## config.mk

```make
export PLATFORM = sky130hd
export DESIGN_NAME = ttp_timer_unit
export DESIGN_NICKNAME = d
export VERILOG_FILES = /design/src/core/ttp_pkg.sv /design/src/core/ttp_timer_unit.sv
export SDC_FILE = /design/constraint.sdc
export NUM_CORES = 1
export LEC_CHECK = 0
export ABC_AREA = 0
export BUFFER_PORTS_ARGS = -buffer_cell sky130_fd_sc_hd__buf_2
export CORE_AREA = 4 4 198 104
export DETAILED_ROUTE_END_ITERATION = 6
export DIE_AREA = 0 0 202 108
export PLACE_DENSITY = 0.71
export SKIP_CTS_REPAIR_TIMING = 1
export SLEW_MARGIN = 20
export SYNTH_ARGS = -nofsm -noshare
export SYNTH_HDL_FRONTEND = slang
export SYNTH_SLANG_ARGS = --single-unit
```

## constraint.sdc

```tcl
create_clock -name core_clk -period 4.45 [get_ports core_clk]
set_input_delay 0.6675 -clock core_clk [delete_from_list [all_inputs] [get_ports core_clk]]
set_output_delay 0.6675 -clock core_clk [all_outputs]
set_load 0.01 [all_outputs]
```

## src/core/ttp_pkg.sv

```systemverilog
// package: register map, field positions and carriers for the triple timer unit
package ttp_pkg;
  // ==========================================================================
  // register indices (byte address = index)
  localparam logic [3:0] REG_TMR_A = 4'h0;
  localparam logic [3:0] REG_TMR_A_MODE = 4'h1;
  localparam logic [3:0] REG_POWER_CTRL = 4'h2;
  localparam logic [3:0] REG_IRQ_FLAG = 4'h3;
  localparam logic [3:0] REG_IRQ_ENABLE = 4'h4;
  localparam logic [3:0] REG_TMR_B = 4'h5;
  localparam logic [3:0] REG_TMR_B_CTRL_A = 4'h6;
  localparam logic [3:0] REG_TMR_B_CTRL_B = 4'h7;
  localparam logic [3:0] REG_PWM_A_DUTY = 4'h8;
  localparam logic [3:0] REG_BUZZER_A = 4'h9;
  localparam logic [3:0] REG_PRESC_B_VAL = 4'ha;
  localparam logic [3:0] REG_TMR_C = 4'hb;
  localparam logic [3:0] REG_TMR_C_CTRL_A = 4'hc;
  localparam logic [3:0] REG_TMR_C_CTRL_B = 4'hd;
  localparam logic [3:0] REG_PRESC_C_VAL = 4'he;
  localparam logic [3:0] REG_CASCADE = 4'hf;
  // ==========================================================================
  // field positions
  localparam int BIT_ENABLE = 0;
  localparam int BIT_RELOAD = 1;
  localparam int BIT_ONE_SHOT = 2;
  localparam int BIT_PRESC_OFF = 3;
  localparam int BIT_EDGE = 4;
  localparam int BIT_SOURCE = 5;
  localparam int BIT_PWM_POL = 6;
  localparam int BIT_OUT_EN = 7;
  localparam int BIT_LOW_CLK = 7;
  localparam int BIT_GIE = 7;
  localparam int BIT_BZ_SRC = 3;
  localparam int FLAG_A = 0;
  localparam int FLAG_B = 3;
  localparam int FLAG_C = 5;
  // ==========================================================================
  // reset values and counter constants
  localparam logic [7:0] RST_BYTE = 8'h00;
  localparam logic [7:0] CNT_MAX = 8'hff;
  localparam logic [7:0] CNT_ZERO = 8'h00;
  localparam logic [7:0] IRQ_FLAG_MASK = 8'h29;
  // ==========================================================================
  // register bus and pin carriers
  typedef struct packed {
    logic [3:0] addr;
    logic [7:0] wdata;
    logic wr;
    logic rd;
  } ttp_req_s;
  typedef struct packed {
    logic pwmPin;
    logic pwmOe;
    logic buzzPin;
    logic buzzOe;
    logic irq;
  } ttp_pins_s;
endpackage

```

## src/core/ttp_timer_unit.sv

```systemverilog
// file: triple 8-bit timer unit with prescalers, pwm and buzzer
`timescale 1ns/1ps
`default_nettype none

// ==========================================================================
// down-counting timer slice, shared by timers b and c
module ttp_down_timer (
  input wire logic core_clk,
  input wire logic nrst,
  input wire logic tick,
  input wire logic enable,
  input wire logic oneShot,
  input wire logic reloadSel,
  input wire logic load,
  input wire logic [7:0] loadVal,
  output logic [7:0] count,
  output logic [7:0] reloadVal,
  output logic underflow
);
  import ttp_pkg::*;
  logic done_r;

  // one-shot stops after its single pass until rewritten or re-enabled
  always_ff @(posedge core_clk or negedge nrst) begin
    if (!nrst) begin
      count <= RST_BYTE;
      reloadVal <= RST_BYTE;
      done_r <= 1'b0;
      underflow <= 1'b0;
    end else begin
      underflow <= 1'b0;
      if (load) begin
        count <= loadVal;
        reloadVal <= loadVal;
        done_r <= 1'b0;
      end else if (!enable) begin
        // a finished one-shot rearms from its start value, not from zero
        if (done_r) begin
          count <= reloadVal;
        end
        done_r <= 1'b0;
      end else if (tick && !done_r) begin
        if (count == CNT_ZERO) begin
          underflow <= 1'b1;
          if (oneShot) begin
            done_r <= 1'b1;
          end else begin
            count <= reloadSel ? reloadVal : CNT_MAX;
          end
        end else begin
          count <= count - 8'h01;
        end
      end
    end
  end
endmodule

// ==========================================================================
// power-of-two prescaler: tick out every 2^(ratio+1) input ticks
module ttp_prescaler (
  input wire logic core_clk,
  input wire logic nrst,
  input wire logic tickIn,
  input wire logic clear,
  input wire logic [2:0] ratio,
  output logic [7:0] value,
  output logic tickOut
);
  import ttp_pkg::*;
  logic [7:0] mask;

  always_comb begin
    mask = 8'(({1'b0, 8'h01} << ({1'b0, ratio} + 4'h1)) - 9'h001);
  end

  always_ff @(posedge core_clk or negedge nrst) begin
    if (!nrst) begin
      value <= RST_BYTE;
    end else if (clear) begin
      value <= RST_BYTE;
    end else if (tickIn) begin
      value <= (value == mask) ? RST_BYTE : value + 8'h01;
    end
  end

  assign tickOut = tickIn && (value == mask);
endmodule

// ==========================================================================
// Operation
// timer a counts up eight bits while enabled; writes load, reads show count
// timer a source: instruction clock, external pin or slow osc; edge bit picks edge
// firmware routes slow osc through prescaler a with ratio above four
// prescaler a serves timer a when assign bit zero; writing zero clears it
// prescaler a divides by two up to 256 from a 3-bit field
// timer a overflow sets flag 0; irq with enable and global enable
// timer b counts down; writes load reload register and counter, reads live count
// timer b runs when enabled; source bit picks pin, edge bit picks edge
// prescaler b active when its low-active bit clear; divides 2..256; readable
// one-shot bit makes timer b count once down to underflow
// after one-shot pass timer b holds until rewritten or re-enabled
// free-running timer b reloads start value or restarts from 0xff
// timer b underflow sets flag 3; irq with enable and global enable
// pwm a enable drives pin as output; polarity bit selects active low
// pwm frame follows timer b start; duty 0 never active, 0xff 255 clocks
// firmware keeps pwm duty not above timer b start value
// buzzer a drives pin; source prescaler b or timer b; divide 2..256
// timer c counts down when enabled; writes load both; reads live count
// timer c source bit picks second pin; edge bit picks edge
// cascade option clocks timer c from timer b underflow
// prescaler c active when its low-active bit clear; divides 2..256; readable
// timer c one-shot or free-running with reload or 0xff restart
// timer c underflow sets flag 5; irq with enable and global enable
// global enable bit 7 of power control gates every timer irq
module ttp_timer_unit (
  input wire logic core_clk,
  input wire logic nrst,
  input wire ttp_pkg::ttp_req_s req,
  output logic [7:0] rdata,
  input wire logic instrTick,
  input wire logic extClockPinA,
  input wire logic extClockPinB,
  input wire logic slowOsc,
  output ttp_pkg::ttp_pins_s pins
);
  import ttp_pkg::*;

  // ==========================================================================
  // registers
  logic [7:0] tmrA_r, modeA_r, powerCtrl_r, irqFlag_r, irqEnable_r;
  logic [7:0] ctrlBA_r, ctrlBB_r, duty_r, buzzCtrl_r, ctrlCA_r, ctrlCB_r, cascade_r;
  logic [7:0] rdata_r;
  logic [2:0] syncA_r, syncB_r, syncS_r;
  logic [7:0] cntB, cntC, rldB, rldC, pvB, pvC;
  logic ufB, ufC, tickA, tickB, tickC, ptA, ptB, ptC;
  logic pwmLevel_r, buzzLevel_r, irq_r;
  logic [7:0] buzzCnt_r;
  ttp_pins_s pins_r;

  function automatic logic edgeSel(input logic [2:0] s, input logic fall);
    edgeSel = fall ? (s[2] && !s[1]) : (!s[2] && s[1]);
  endfunction

  // ==========================================================================
  // pin synchronisers: stage 0 feeds stage 1 only
  always_ff @(posedge core_clk or negedge nrst) begin
    if (!nrst) begin
      syncA_r <= 3'h0;
      syncB_r <= 3'h0;
      syncS_r <= 3'h0;
    end else begin
      syncA_r <= {syncA_r[1:0], extClockPinA};
      syncB_r <= {syncB_r[1:0], extClockPinB};
      syncS_r <= {syncS_r[1:0], slowOsc};
    end
  end

  // ==========================================================================
  // clock source selection
  logic srcA, srcB, srcC;
  always_comb begin
    if (!modeA_r[BIT_SOURCE]) begin
      srcA = instrTick;
    end else if (modeA_r[BIT_LOW_CLK]) begin
      srcA = edgeSel(syncS_r, modeA_r[BIT_EDGE]);
    end else begin
      srcA = edgeSel(syncA_r, modeA_r[BIT_EDGE]);
    end
    srcB = ctrlBB_r[BIT_SOURCE] ? edgeSel(syncA_r, ctrlBB_r[BIT_EDGE]) : instrTick;
    if (cascade_r[0]) begin
      srcC = ufB;
    end else begin
      srcC = ctrlCB_r[BIT_SOURCE] ? edgeSel(syncB_r, ctrlCB_r[BIT_EDGE]) : instrTick;
    end
  end

  // prescaler a clears when firmware writes zero to its assign bit
  logic clrA;
  assign clrA = req.wr && (req.addr == REG_TMR_A_MODE) && !req.wdata[BIT_PRESC_OFF];

  ttp_prescaler u_presA (.core_clk(core_clk), .nrst(nrst), .tickIn(srcA), .clear(clrA),
    .ratio(modeA_r[2:0]), .value(), .tickOut(ptA));
  // a disabled prescaler b or c is held clear so it restarts from zero when enabled
  ttp_prescaler u_presB (.core_clk(core_clk), .nrst(nrst), .tickIn(srcB),
    .clear(ctrlBB_r[BIT_PRESC_OFF]), .ratio(ctrlBB_r[2:0]), .value(pvB), .tickOut(ptB));
  ttp_prescaler u_presC (.core_clk(core_clk), .nrst(nrst), .tickIn(srcC),
    .clear(ctrlCB_r[BIT_PRESC_OFF]), .ratio(ctrlCB_r[2:0]), .value(pvC), .tickOut(ptC));

  assign tickA = modeA_r[BIT_PRESC_OFF] ? srcA : ptA;
  assign tickB = ctrlBB_r[BIT_PRESC_OFF] ? srcB : ptB;
  assign tickC = ctrlCB_r[BIT_PRESC_OFF] ? srcC : ptC;

  // ==========================================================================
  // timers b and c
  ttp_down_timer u_tmrB (.core_clk(core_clk), .nrst(nrst), .tick(tickB),
    .enable(ctrlBA_r[BIT_ENABLE]), .oneShot(ctrlBA_r[BIT_ONE_SHOT]),
    .reloadSel(ctrlBA_r[BIT_RELOAD]), .load(req.wr && req.addr == REG_TMR_B),
    .loadVal(req.wdata), .count(cntB), .reloadVal(rldB), .underflow(ufB));
  ttp_down_timer u_tmrC (.core_clk(core_clk), .nrst(nrst), .tick(tickC),
    .enable(ctrlCA_r[BIT_ENABLE]), .oneShot(ctrlCA_r[BIT_ONE_SHOT]),
    .reloadSel(ctrlCA_r[BIT_RELOAD]), .load(req.wr && req.addr == REG_TMR_C),
    .loadVal(req.wdata), .count(cntC), .reloadVal(rldC), .underflow(ufC));

  // ==========================================================================
  // timer a
  logic ovfA;
  logic ovfEvt_r;
  assign ovfA = ovfEvt_r;
  always_ff @(posedge core_clk or negedge nrst) begin
    if (!nrst) begin
      tmrA_r <= RST_BYTE;
      ovfEvt_r <= 1'b0;
    end else begin
      ovfEvt_r <= 1'b0;
      if (req.wr && req.addr == REG_TMR_A) begin
        tmrA_r <= req.wdata;
      end else if (powerCtrl_r[BIT_ENABLE] && tickA) begin
        tmrA_r <= tmrA_r + 8'h01;
        ovfEvt_r <= (tmrA_r == CNT_MAX);
      end
    end
  end

  // ==========================================================================
  // control registers
  always_ff @(posedge core_clk or negedge nrst) begin
    if (!nrst) begin
      modeA_r <= RST_BYTE;
      powerCtrl_r <= RST_BYTE;
      irqEnable_r <= RST_BYTE;
      ctrlBA_r <= RST_BYTE;
      ctrlBB_r <= RST_BYTE;
      duty_r <= RST_BYTE;
      buzzCtrl_r <= RST_BYTE;
      ctrlCA_r <= RST_BYTE;
      ctrlCB_r <= RST_BYTE;
      cascade_r <= RST_BYTE;
    end else if (req.wr) begin
      case (req.addr)
        REG_TMR_A_MODE: modeA_r <= req.wdata;
        REG_POWER_CTRL: powerCtrl_r <= req.wdata;
        REG_IRQ_ENABLE: irqEnable_r <= req.wdata;
        REG_TMR_B_CTRL_A: ctrlBA_r <= req.wdata;
        REG_TMR_B_CTRL_B: ctrlBB_r <= req.wdata;
        REG_PWM_A_DUTY: duty_r <= req.wdata;
        REG_BUZZER_A: buzzCtrl_r <= req.wdata;
        REG_TMR_C_CTRL_A: ctrlCA_r <= req.wdata;
        REG_TMR_C_CTRL_B: ctrlCB_r <= req.wdata;
        REG_CASCADE: cascade_r <= req.wdata;
        default: ;
      endcase
    end
  end

  // ==========================================================================
  // flags: a set in the clearing cycle wins
  logic [7:0] setMask;
  assign setMask = {2'b00, ufC, 1'b0, ufB, 2'b00, ovfA};
  always_ff @(posedge core_clk or negedge nrst) begin
    if (!nrst) begin
      irqFlag_r <= RST_BYTE;
    end else if (req.wr && req.addr == REG_IRQ_FLAG) begin
      irqFlag_r <= ((irqFlag_r & req.wdata) | setMask) & IRQ_FLAG_MASK;
    end else begin
      irqFlag_r <= irqFlag_r | setMask;
    end
  end

  always_ff @(posedge core_clk or negedge nrst) begin
    if (!nrst) begin
      irq_r <= 1'b0;
    end else begin
      irq_r <= powerCtrl_r[BIT_GIE] && |(irqFlag_r & irqEnable_r & IRQ_FLAG_MASK);
    end
  end

  // ==========================================================================
  // pwm a: active while count is below duty, frame set by the start value
  always_ff @(posedge core_clk or negedge nrst) begin
    if (!nrst) begin
      pwmLevel_r <= 1'b0;
    end else begin
      pwmLevel_r <= (cntB < duty_r) ^ ctrlBA_r[BIT_PWM_POL];
    end
  end

  // ==========================================================================
  // buzzer a: toggles every 2^field source ticks, halving the rate once more
  logic buzzSrc;
  logic [7:0] buzzMask;
  assign buzzSrc = buzzCtrl_r[BIT_BZ_SRC] ? ufB : ptB;
  assign buzzMask = 8'(({1'b0, 8'h01} << {1'b0, buzzCtrl_r[2:0]}) - 9'h001);
  always_ff @(posedge core_clk or negedge nrst) begin
    if (!nrst) begin
      buzzCnt_r <= RST_BYTE;
      buzzLevel_r <= 1'b0;
    end else if (buzzSrc) begin
      if (buzzCnt_r == buzzMask) begin
        buzzCnt_r <= RST_BYTE;
        buzzLevel_r <= !buzzLevel_r;
      end else begin
        buzzCnt_r <= buzzCnt_r + 8'h01;
      end
    end
  end

  // ==========================================================================
  // pins, all registered
  always_ff @(posedge core_clk or negedge nrst) begin
    if (!nrst) begin
      pins_r <= '0;
    end else begin
      pins_r.pwmOe <= ctrlBA_r[BIT_OUT_EN];
      pins_r.pwmPin <= ctrlBA_r[BIT_OUT_EN] & pwmLevel_r;
      pins_r.buzzOe <= buzzCtrl_r[BIT_OUT_EN];
      pins_r.buzzPin <= buzzCtrl_r[BIT_OUT_EN] & buzzLevel_r;
      pins_r.irq <= irq_r;
    end
  end
  assign pins = pins_r;

  // ==========================================================================
  // read port: data in the cycle after the strobe
  always_ff @(posedge core_clk or negedge nrst) begin
    if (!nrst) begin
      rdata_r <= RST_BYTE;
    end else if (req.rd) begin
      case (req.addr)
        REG_TMR_A: rdata_r <= tmrA_r;
        REG_TMR_A_MODE: rdata_r <= modeA_r;
        REG_POWER_CTRL: rdata_r <= powerCtrl_r;
        REG_IRQ_FLAG: rdata_r <= irqFlag_r;
        REG_IRQ_ENABLE: rdata_r <= irqEnable_r;
        REG_TMR_B: rdata_r <= cntB;
        REG_TMR_B_CTRL_A: rdata_r <= ctrlBA_r;
        REG_TMR_B_CTRL_B: rdata_r <= ctrlBB_r;
        REG_PWM_A_DUTY: rdata_r <= duty_r;
        REG_BUZZER_A: rdata_r <= buzzCtrl_r;
        REG_PRESC_B_VAL: rdata_r <= pvB;
        REG_TMR_C: rdata_r <= cntC;
        REG_TMR_C_CTRL_A: rdata_r <= ctrlCA_r;
        REG_TMR_C_CTRL_B: rdata_r <= ctrlCB_r;
        REG_PRESC_C_VAL: rdata_r <= pvC;
        REG_CASCADE: rdata_r <= cascade_r;
        default: rdata_r <= RST_BYTE;
      endcase
    end else begin
      rdata_r <= RST_BYTE;
    end
  end
  assign rdata = rdata_r;

  // ==========================================================================
  // checks
  a_flag_b_sets: assert property (@(posedge core_clk) disable iff (!nrst)
    ufB |=> irqFlag_r[FLAG_B]) else $error("timer b underflow did not set flag");
  a_flag_c_sets: assert property (@(posedge core_clk) disable iff (!nrst)
    ufC |=> irqFlag_r[FLAG_C]) else $error("timer c underflow did not set flag");
  a_flag_a_sets: assert property (@(posedge core_clk) disable iff (!nrst)
    ovfA |=> irqFlag_r[FLAG_A]) else $error("timer a overflow did not set flag");
  a_gie_gates_irq: assert property (@(posedge core_clk) disable iff (!nrst)
    !powerCtrl_r[BIT_GIE] |=> !irq_r) else $error("irq raised without global enable");
  a_load_b_value: assert property (@(posedge core_clk) disable iff (!nrst)
    (req.wr && req.addr == REG_TMR_B) |=> (cntB == $past(req.wdata) && rldB == cntB))
    else $error("timer b load lost");
  a_load_c_value: assert property (@(posedge core_clk) disable iff (!nrst)
    (req.wr && req.addr == REG_TMR_C) |=> (cntC == $past(req.wdata) && rldC == cntC))
    else $error("timer c load lost");
  a_oneshot_holds: assert property (@(posedge core_clk) disable iff (!nrst)
    (ufB && ctrlBA_r[BIT_ONE_SHOT] && ctrlBA_r[BIT_ENABLE] && !req.wr) |=> !ufB [*2])
    else $error("one-shot timer b kept running");
  a_read_timing: assert property (@(posedge core_clk) disable iff (!nrst)
    (req.rd && req.addr == REG_TMR_A && !$past(req.wr)) |=> rdata_r == $past(tmrA_r))
    else $error("timer a read wrong");
  a_pwm_oe: assert property (@(posedge core_clk) disable iff (!nrst)
    ctrlBA_r[BIT_OUT_EN] |=> pins_r.pwmOe) else $error("pwm pin not driven");
endmodule

`default_nettype wire

```

==> metrics.cfg, run 1 <==
[outcome]
status = finished, violations left
violations = design-rule violations

[layout]
layout_common_cells = 185 x dfrtp_1, 127 x nand2_1, 82 x mux2_2
layout.cells.non_filler = 1322
final_common_cell = dfrtp_1
layout-drive-gt1-share_pct = 17.8
post-route-util_pct = 59.4
syn_to_final_growth_pct = 9.92
n_antenna_cell = 0
final_nets = 1082

[routing]
wl_per_cell_um = 22.6
vias_per_cell = 6.39
wl_met3_mm = 4.10
dr.pass1.iters = 7
drc_errors = 16
drt_iter0_drc = 1233
routed_wirelength_mm = 29.8
topRoutingLayerUsed = met5
routedLengthMet1_mm = 13.9
num_vias = 8453
met2WireLength_mm = 11.3
ant_nets = 0

[synthesis]
synth_seq_cells = 185
synth_cell_types = 73
ys.flop_type = dfrtp_1
synth_area_sq_um = 10200
ys_seq_area_share_pct = 45.2
ys_warn_count = 0
syn_inst = 1037
avgSynthCellArea_sq_um = 9.87
synth_edf_count = 0
async_reset_ff_share_pct = 100

[power]
power_density_nw_per_um2 = 548
power.leakage_nw = 4.98
ir_drop_v = 0.000330
totalPowerFinal_w = 0.00617

[clocking]
cts_tree = built
numCtsBuffers = 17
clkTransAtPathRegs_ns = 0.07
cts.sinks = 185
clock-root-buffer = clkbuf_16
clock_latency_ns = 0.45
cts.path.max_buffers = 2
h-tree-depth = 4

[setup_path]
crit_type = reg2reg
crit_required_ns = 4.78
cp_top_family = simple AND/OR/NAND/NOR gates
arrival_ns = 3.65
crit_path_max_incr_delay_ns = 0.52
worst-r2r-setup-slack_ns = 1.14
worstPathCellList = nor3_1 -> inv_1 -> ha_1 -> and3_1 -> a211oi_1 -> xor2_1 -> and4_1 -> or2_2 -> a21oi_4 -> mux2_2
r2r_cells = 10
start_kind = flip-flop
r2r_start = ctrlCB_r[1]$_DFFE_PN0P_
timing.critical_path.buf_inv = 1
timing.rr.end = u_tmrC.count[4]$_DFFE_PN0P_
cp-startpoint = ctrlCB_r[1]$_DFFE_PN0P_
critPathCaptureType = flip-flop
path_max_fanout = 13
slowest_stage = dfrtp_1

[sta]
finClkSkew_ns = 0.00984
slew_violations = 0
finalCritPeriodShare_pct = 74.5
tightestPinTransition_ns = 1.04
min_period_ns = 3.31
hold_viol_final = 0
rsz0062_at_grt = no
slew_headroom_pct = 30.4
setup_violations = 0
tns_ns = 0
timing.fmax_mhz = 302

[global_route]
grt_pass1_wl_mm = 46.3
grt.overflow.total = 0
track_usage_pct = 28.0
first_global_vias = 7725
grt_max_degree = 112
antenna_found_initial = 1

[place]
dp.cells = 1290
portBuffers = 32
dp_hpwl_mm = 21.2
globalplace.congestion = 1.00

[worst_hold_path]
min_path_type = in2reg
hp-start = extClockPinB
hold_depth = 1
hold_end = syncB_r[0]$_DFF_PN0_

[floorplan]
pin_count = 33
num_rows = 36
die_x_um = 202
fp.dieArea_sq_um = 21800
die_y_um = 108
core_sq_um = 19000
initial_core_util_pct = 54.0

[flow_run]
maxCapViolCount = 0

==> cell type report <==
cell class / count / area [sq um]
Clock inverter: 12 / 195
Sequential cell: 185 / 4630
Multi-Input combinational cell: 769 / 5280
Inverter: 25 / 93.8
Fill cell: 1602 / 7710
Timing Repair Buffer: 45 / 267
Tap cell: 266 / 333
Clock buffer: 20 / 457
==> cell usage after synthesis, types with 5 or more instances <==
cell,instances,area [sq um]
dfrtp_1,185,4630
nand2_1,127,477
mux2_2,82,923
o21ai_0,70,350
nor2_1,62,233
a21oi_1,52,260
clkbuf_1,43,161
nand3_1,26,130
inv_1,25,93.8
nor2b_1,24,150
and3_1,22,138
a22o_1,19,166
ha_1,19,238
nand2b_1,19,119
xnor2_1,19,166
xor2_1,19,166
nor3_1,18,90.1
a22oi_1,16,120
mux2i_1,13,130
o221ai_1,10,87.6
o22ai_1,10,62.6
a32oi_1,9,78.8
o211ai_1,9,67.6
a31oi_1,8,50.1
mux2_4,8,120
nand3b_1,8,60.1
or3_1,8,50.1
a211oi_1,7,52.6
and2_1,7,43.8
buf_1,7,26.3
buf_2,7,35.0
nand4_1,6,37.5
nor4_1,5,31.3
==> metrics by stage <==
step	setup WS, ns	hold slack [ns]	cell area (sq um)
after floorplan	1.35	0.331	10200
after global placement	1.17	0.335	10600
after detailed placement	1.13	0.339	10600
after CTS	1.12	0.314	11300
after global routing	0.874	0.322	11300
final	1.14	0.332	11300
==> metal layers <==
layer  global-route usage [%]  up-vias
li1                         -     3776
met1                     42.9     4164
met2                     35.6      456
met3                     11.9       55
met4                     7.55        2
met5                        0        -
==> worst reg2reg max path: stages (launching register included) <==
cell	delay, ns
dfrtp_1	0.52
nor3_1	0.33
inv_1	0.09
ha_1	0.28
and3_1	0.22
a211oi_1	0.29
xor2_1	0.11
and4_1	0.24
or2_2	0.39
a21oi_4	0.36
mux2_2	0.39
==> cell families after synthesis <==
| group | count (synthesis) | synth area share [%] |
|---|---|---|
| muxes | 107 | 12.3 |
| xor gates and xnor gates | 38 | 3.25 |
| other | 1 | 0.0366 |
| and+or+nand+nor | 352 | 17.0 |
| DFF | 185 | 45.2 |
| adders and majority gates | 19 | 2.32 |
| AOI/OAI and AO/OA | 251 | 16.6 |
| buffers and inverters | 84 | 3.25 |
==> how the worst max path moves through the flow <==
stage / cells past startpoint / endpoint / slack [ns]
3_3_place_gp: 8 / u_tmrC.count[5]$_DFFE_PN0P_ / 1.17
2_1_floorplan: 11 / u_tmrB.count[0]$_DFFE_PN0P_ / 1.35
3_5_place_dp: 8 / u_tmrC.count[5]$_DFFE_PN0P_ / 1.13
6_report: 10 / u_tmrC.count[4]$_DFFE_PN0P_ / 1.14
4_1_cts: 10 / u_tmrC.count[2]$_DFFE_PN0P_ / 1.12
5_1_grt: 9 / buzzCnt_r[4]$_DFFE_PN0N_ / 0.87
==> sequential cells by signal, indices dropped and copies added (netlist names), 8 cells and up <==
signal            count
ctrlCB_r              8
irqEnable_r           8
ctrlBA_r              8
u_tmrC.count          8
buzzCnt_r             8
u_presB.value         8
ctrlCA_r              8
u_tmrB.count          8
powerCtrl_r           8
u_presC.value         8
buzzCtrl_r            8
u_presA.value         8
rdata                 8
cascade_r             8
u_tmrC.reloadVal      8
modeA_r               8
tmrA_r                8
u_tmrB.reloadVal      8
ctrlBB_r              8
duty_r                8
==> where the power goes <==
part / leakage (nW) / total (W) / switching, W / internal [W]
logic: 2.35 / 0.00178 / 0.000933 / 0.000845
registers: 2.31 / 0.00270 / 0.000610 / 0.00209
clock network: 0.320 / 0.00170 / 0.000671 / 0.00103
total: 4.98 / 0.00617 / 0.00221 / 0.00396
No activity file was read; power rests on OpenSTA's default activity.
==> run 2, diff against run 1 <==
- PLACE_DENSITY: 0.71 -> 0.74
- clock period: 4.45 -> 2.7 ns (I/O delays scaled with it)
==> metrics.cfg, run 2 (synthesis results as in run 1) <==
[sta]
hold_viol_final = 0
rsz0062_at_grt = yes
finalCritPeriodShare_pct = 107
finalWorstSetupSlack_ns = -0.195
setup_violations = 18
min_period_ns = 2.89
tightestPinTransition_ns = 0.804
finClkSkew_ns = 0.00945
timing.fmax_mhz = 345
slew_headroom_pct = 45.9
slew_violations = 0

[routing]
drt_iter0_drc = 1310
wl_per_cell_um = 23.0
ant_nets = 0
routed_wirelength_mm = 31.9
num_vias = 8817
vias_per_cell = 6.38
dr.pass1.iters = 7
drc_errors = 25

[global_route]
gr-max-usage-layer = met1
track_usage_pct = 29.4
met2_usage_pct = 37.4
grt.overflow.total = 0
use_met1_pct = 45.9
grtUsageMet3_pct = 11.6
grt_max_degree = 60
first_global_vias = 8137
antenna_found_initial = 2
grt_pass1_wl_mm = 48.7

[floorplan]
die_x_um = 202
num_rows = 36
initial_core_util_pct = 54.0
fp.dieArea_sq_um = 21800
pin_count = 33
die_y_um = 108
core_sq_um = 19000

[layout]
fillers = 1508
n_antenna_cell = 0
final_common_cell = dfrtp_1
post-route-util_pct = 63.3
layout.cells.non_filler = 1383
multi_input_area_sq_um = 5490
layout.area.seq_sq_um = 4630
layout-drive-gt1-share_pct = 24.3
syn_to_final_growth_pct = 17.3
layout_common_cells = 185 x dfrtp_1, 127 x nand2_1, 76 x mux2_2
final_nets = 1143

[clocking]
cts.path.max_buffers = 2
clock-root-buffer = clkbuf_16
cts_tree = built
clock_latency_ns = 0.45
numCtsBuffers = 17
clkTransAtPathRegs_ns = 0.07
h-tree-depth = 4
cts.sinks = 185

[setup_path]
r2r_start = ctrlBB_r[1]$_DFFE_PN0P_
critPathCaptureType = flip-flop
crit_type = reg2reg
path_max_fanout = 8
arrival_ns = 3.22
cp-startpoint = ctrlBB_r[1]$_DFFE_PN0P_
crit_required_ns = 3.03
start_kind = flip-flop

[place]
dp.cells = 1344
dp_hpwl_mm = 22.7
globalplace.congestion = 1.02
portBuffers = 32

[power]
ir_drop_v = 0.000600
power.leakage_nw = 5.38
power_density_nw_per_um2 = 892
totalPowerFinal_w = 0.0107

[outcome]
violations = design-rule violations, negative setup slack
status = finished, violations left

[flow_run]
maxCapViolCount = 0

[worst_hold_path]
min_path_type = in2reg
hp-start = slowOsc

==> run 2: changes by cell type in the layout (fill, tap and decap cells not counted), sizes merged <==
| cell | change |
|---|---|
| dlygate4sd3 | +1 |
| buf | +60 |
| clkinv | +1 |
| clkbuf | -3 |
| clkinvlp | -1 |
| bufinv | +1 |
| inv | +2 |
==> run 2: metrics by stage <==
step	hold WS (ns)	TNS, ns	instance area (sq um)	setup WS, ns
finish	0.0679	-2.35	12000	-0.195
global route	0.0569	-3.74	12000	-0.234
CTS	-0.0837	-3.74	11800	-0.310
detailed placement	0.335	-3.21	11100	-0.275
global placement	0.333	-2.17	11100	-0.228
floorplan	0.109	0	10300	0.116
==> run 2: layout make-up <==
type,count,area share [%]
Multi-Input combinational cell,769,45.7
Sequential cell,185,38.5
Timing Repair Buffer,106,6.64
Clock buffer,17,3.54
Tap cell,266,2.77
Clock inverter,15,2.03
Inverter,25,0.781
==> run 2: final timing paths <==
path                                           endpoint  cells past startpoint  slack (ns)
max                         u_tmrB.count[0]$_DFFE_PN0P_                     10       -0.19
max reg2reg                 u_tmrB.count[0]$_DFFE_PN0P_                     10       -0.19
max in group asynchronous         tmrA_r[7]$_DFFE_PN0P_                      3        1.51
min in group asynchronous  u_presA.value[5]$_DFFE_PN0P_                      2        0.47
min                                syncS_r[0]$_DFF_PN0_                      1        0.07
min reg2reg                           pins[0]$_DFF_PN0_                      0        0.35
==> run 2: worst max-delay path: stages (launching register included) <==
cell      delay (ns)
dfrtp_1         0.38
or3_4           0.40
ha_4            0.20
xor2_4          0.19
mux2_4          0.34
a211oi_4        0.29
and4_4          0.29
o21a_4          0.16
a221oi_4        0.07
buf_12          0.17
mux2_4          0.30
==> run 2: power breakdown <==
| group | internal, W | leakage [nW] | switching (W) |
|---|---|---|---|
| Sequential | 0.00344 | 2.31 | 0.000780 |
| Clock | 0.00174 | 0.332 | 0.00113 |
| Combinational | 0.00170 | 2.73 | 0.00192 |
==> run 2: layer usage <==
metal	part of all wire, %	up-vias
met5	0.022	-
met4	1.9	2
met3	14	63
met2	39	538
met1	45	4318
li1	-	3896
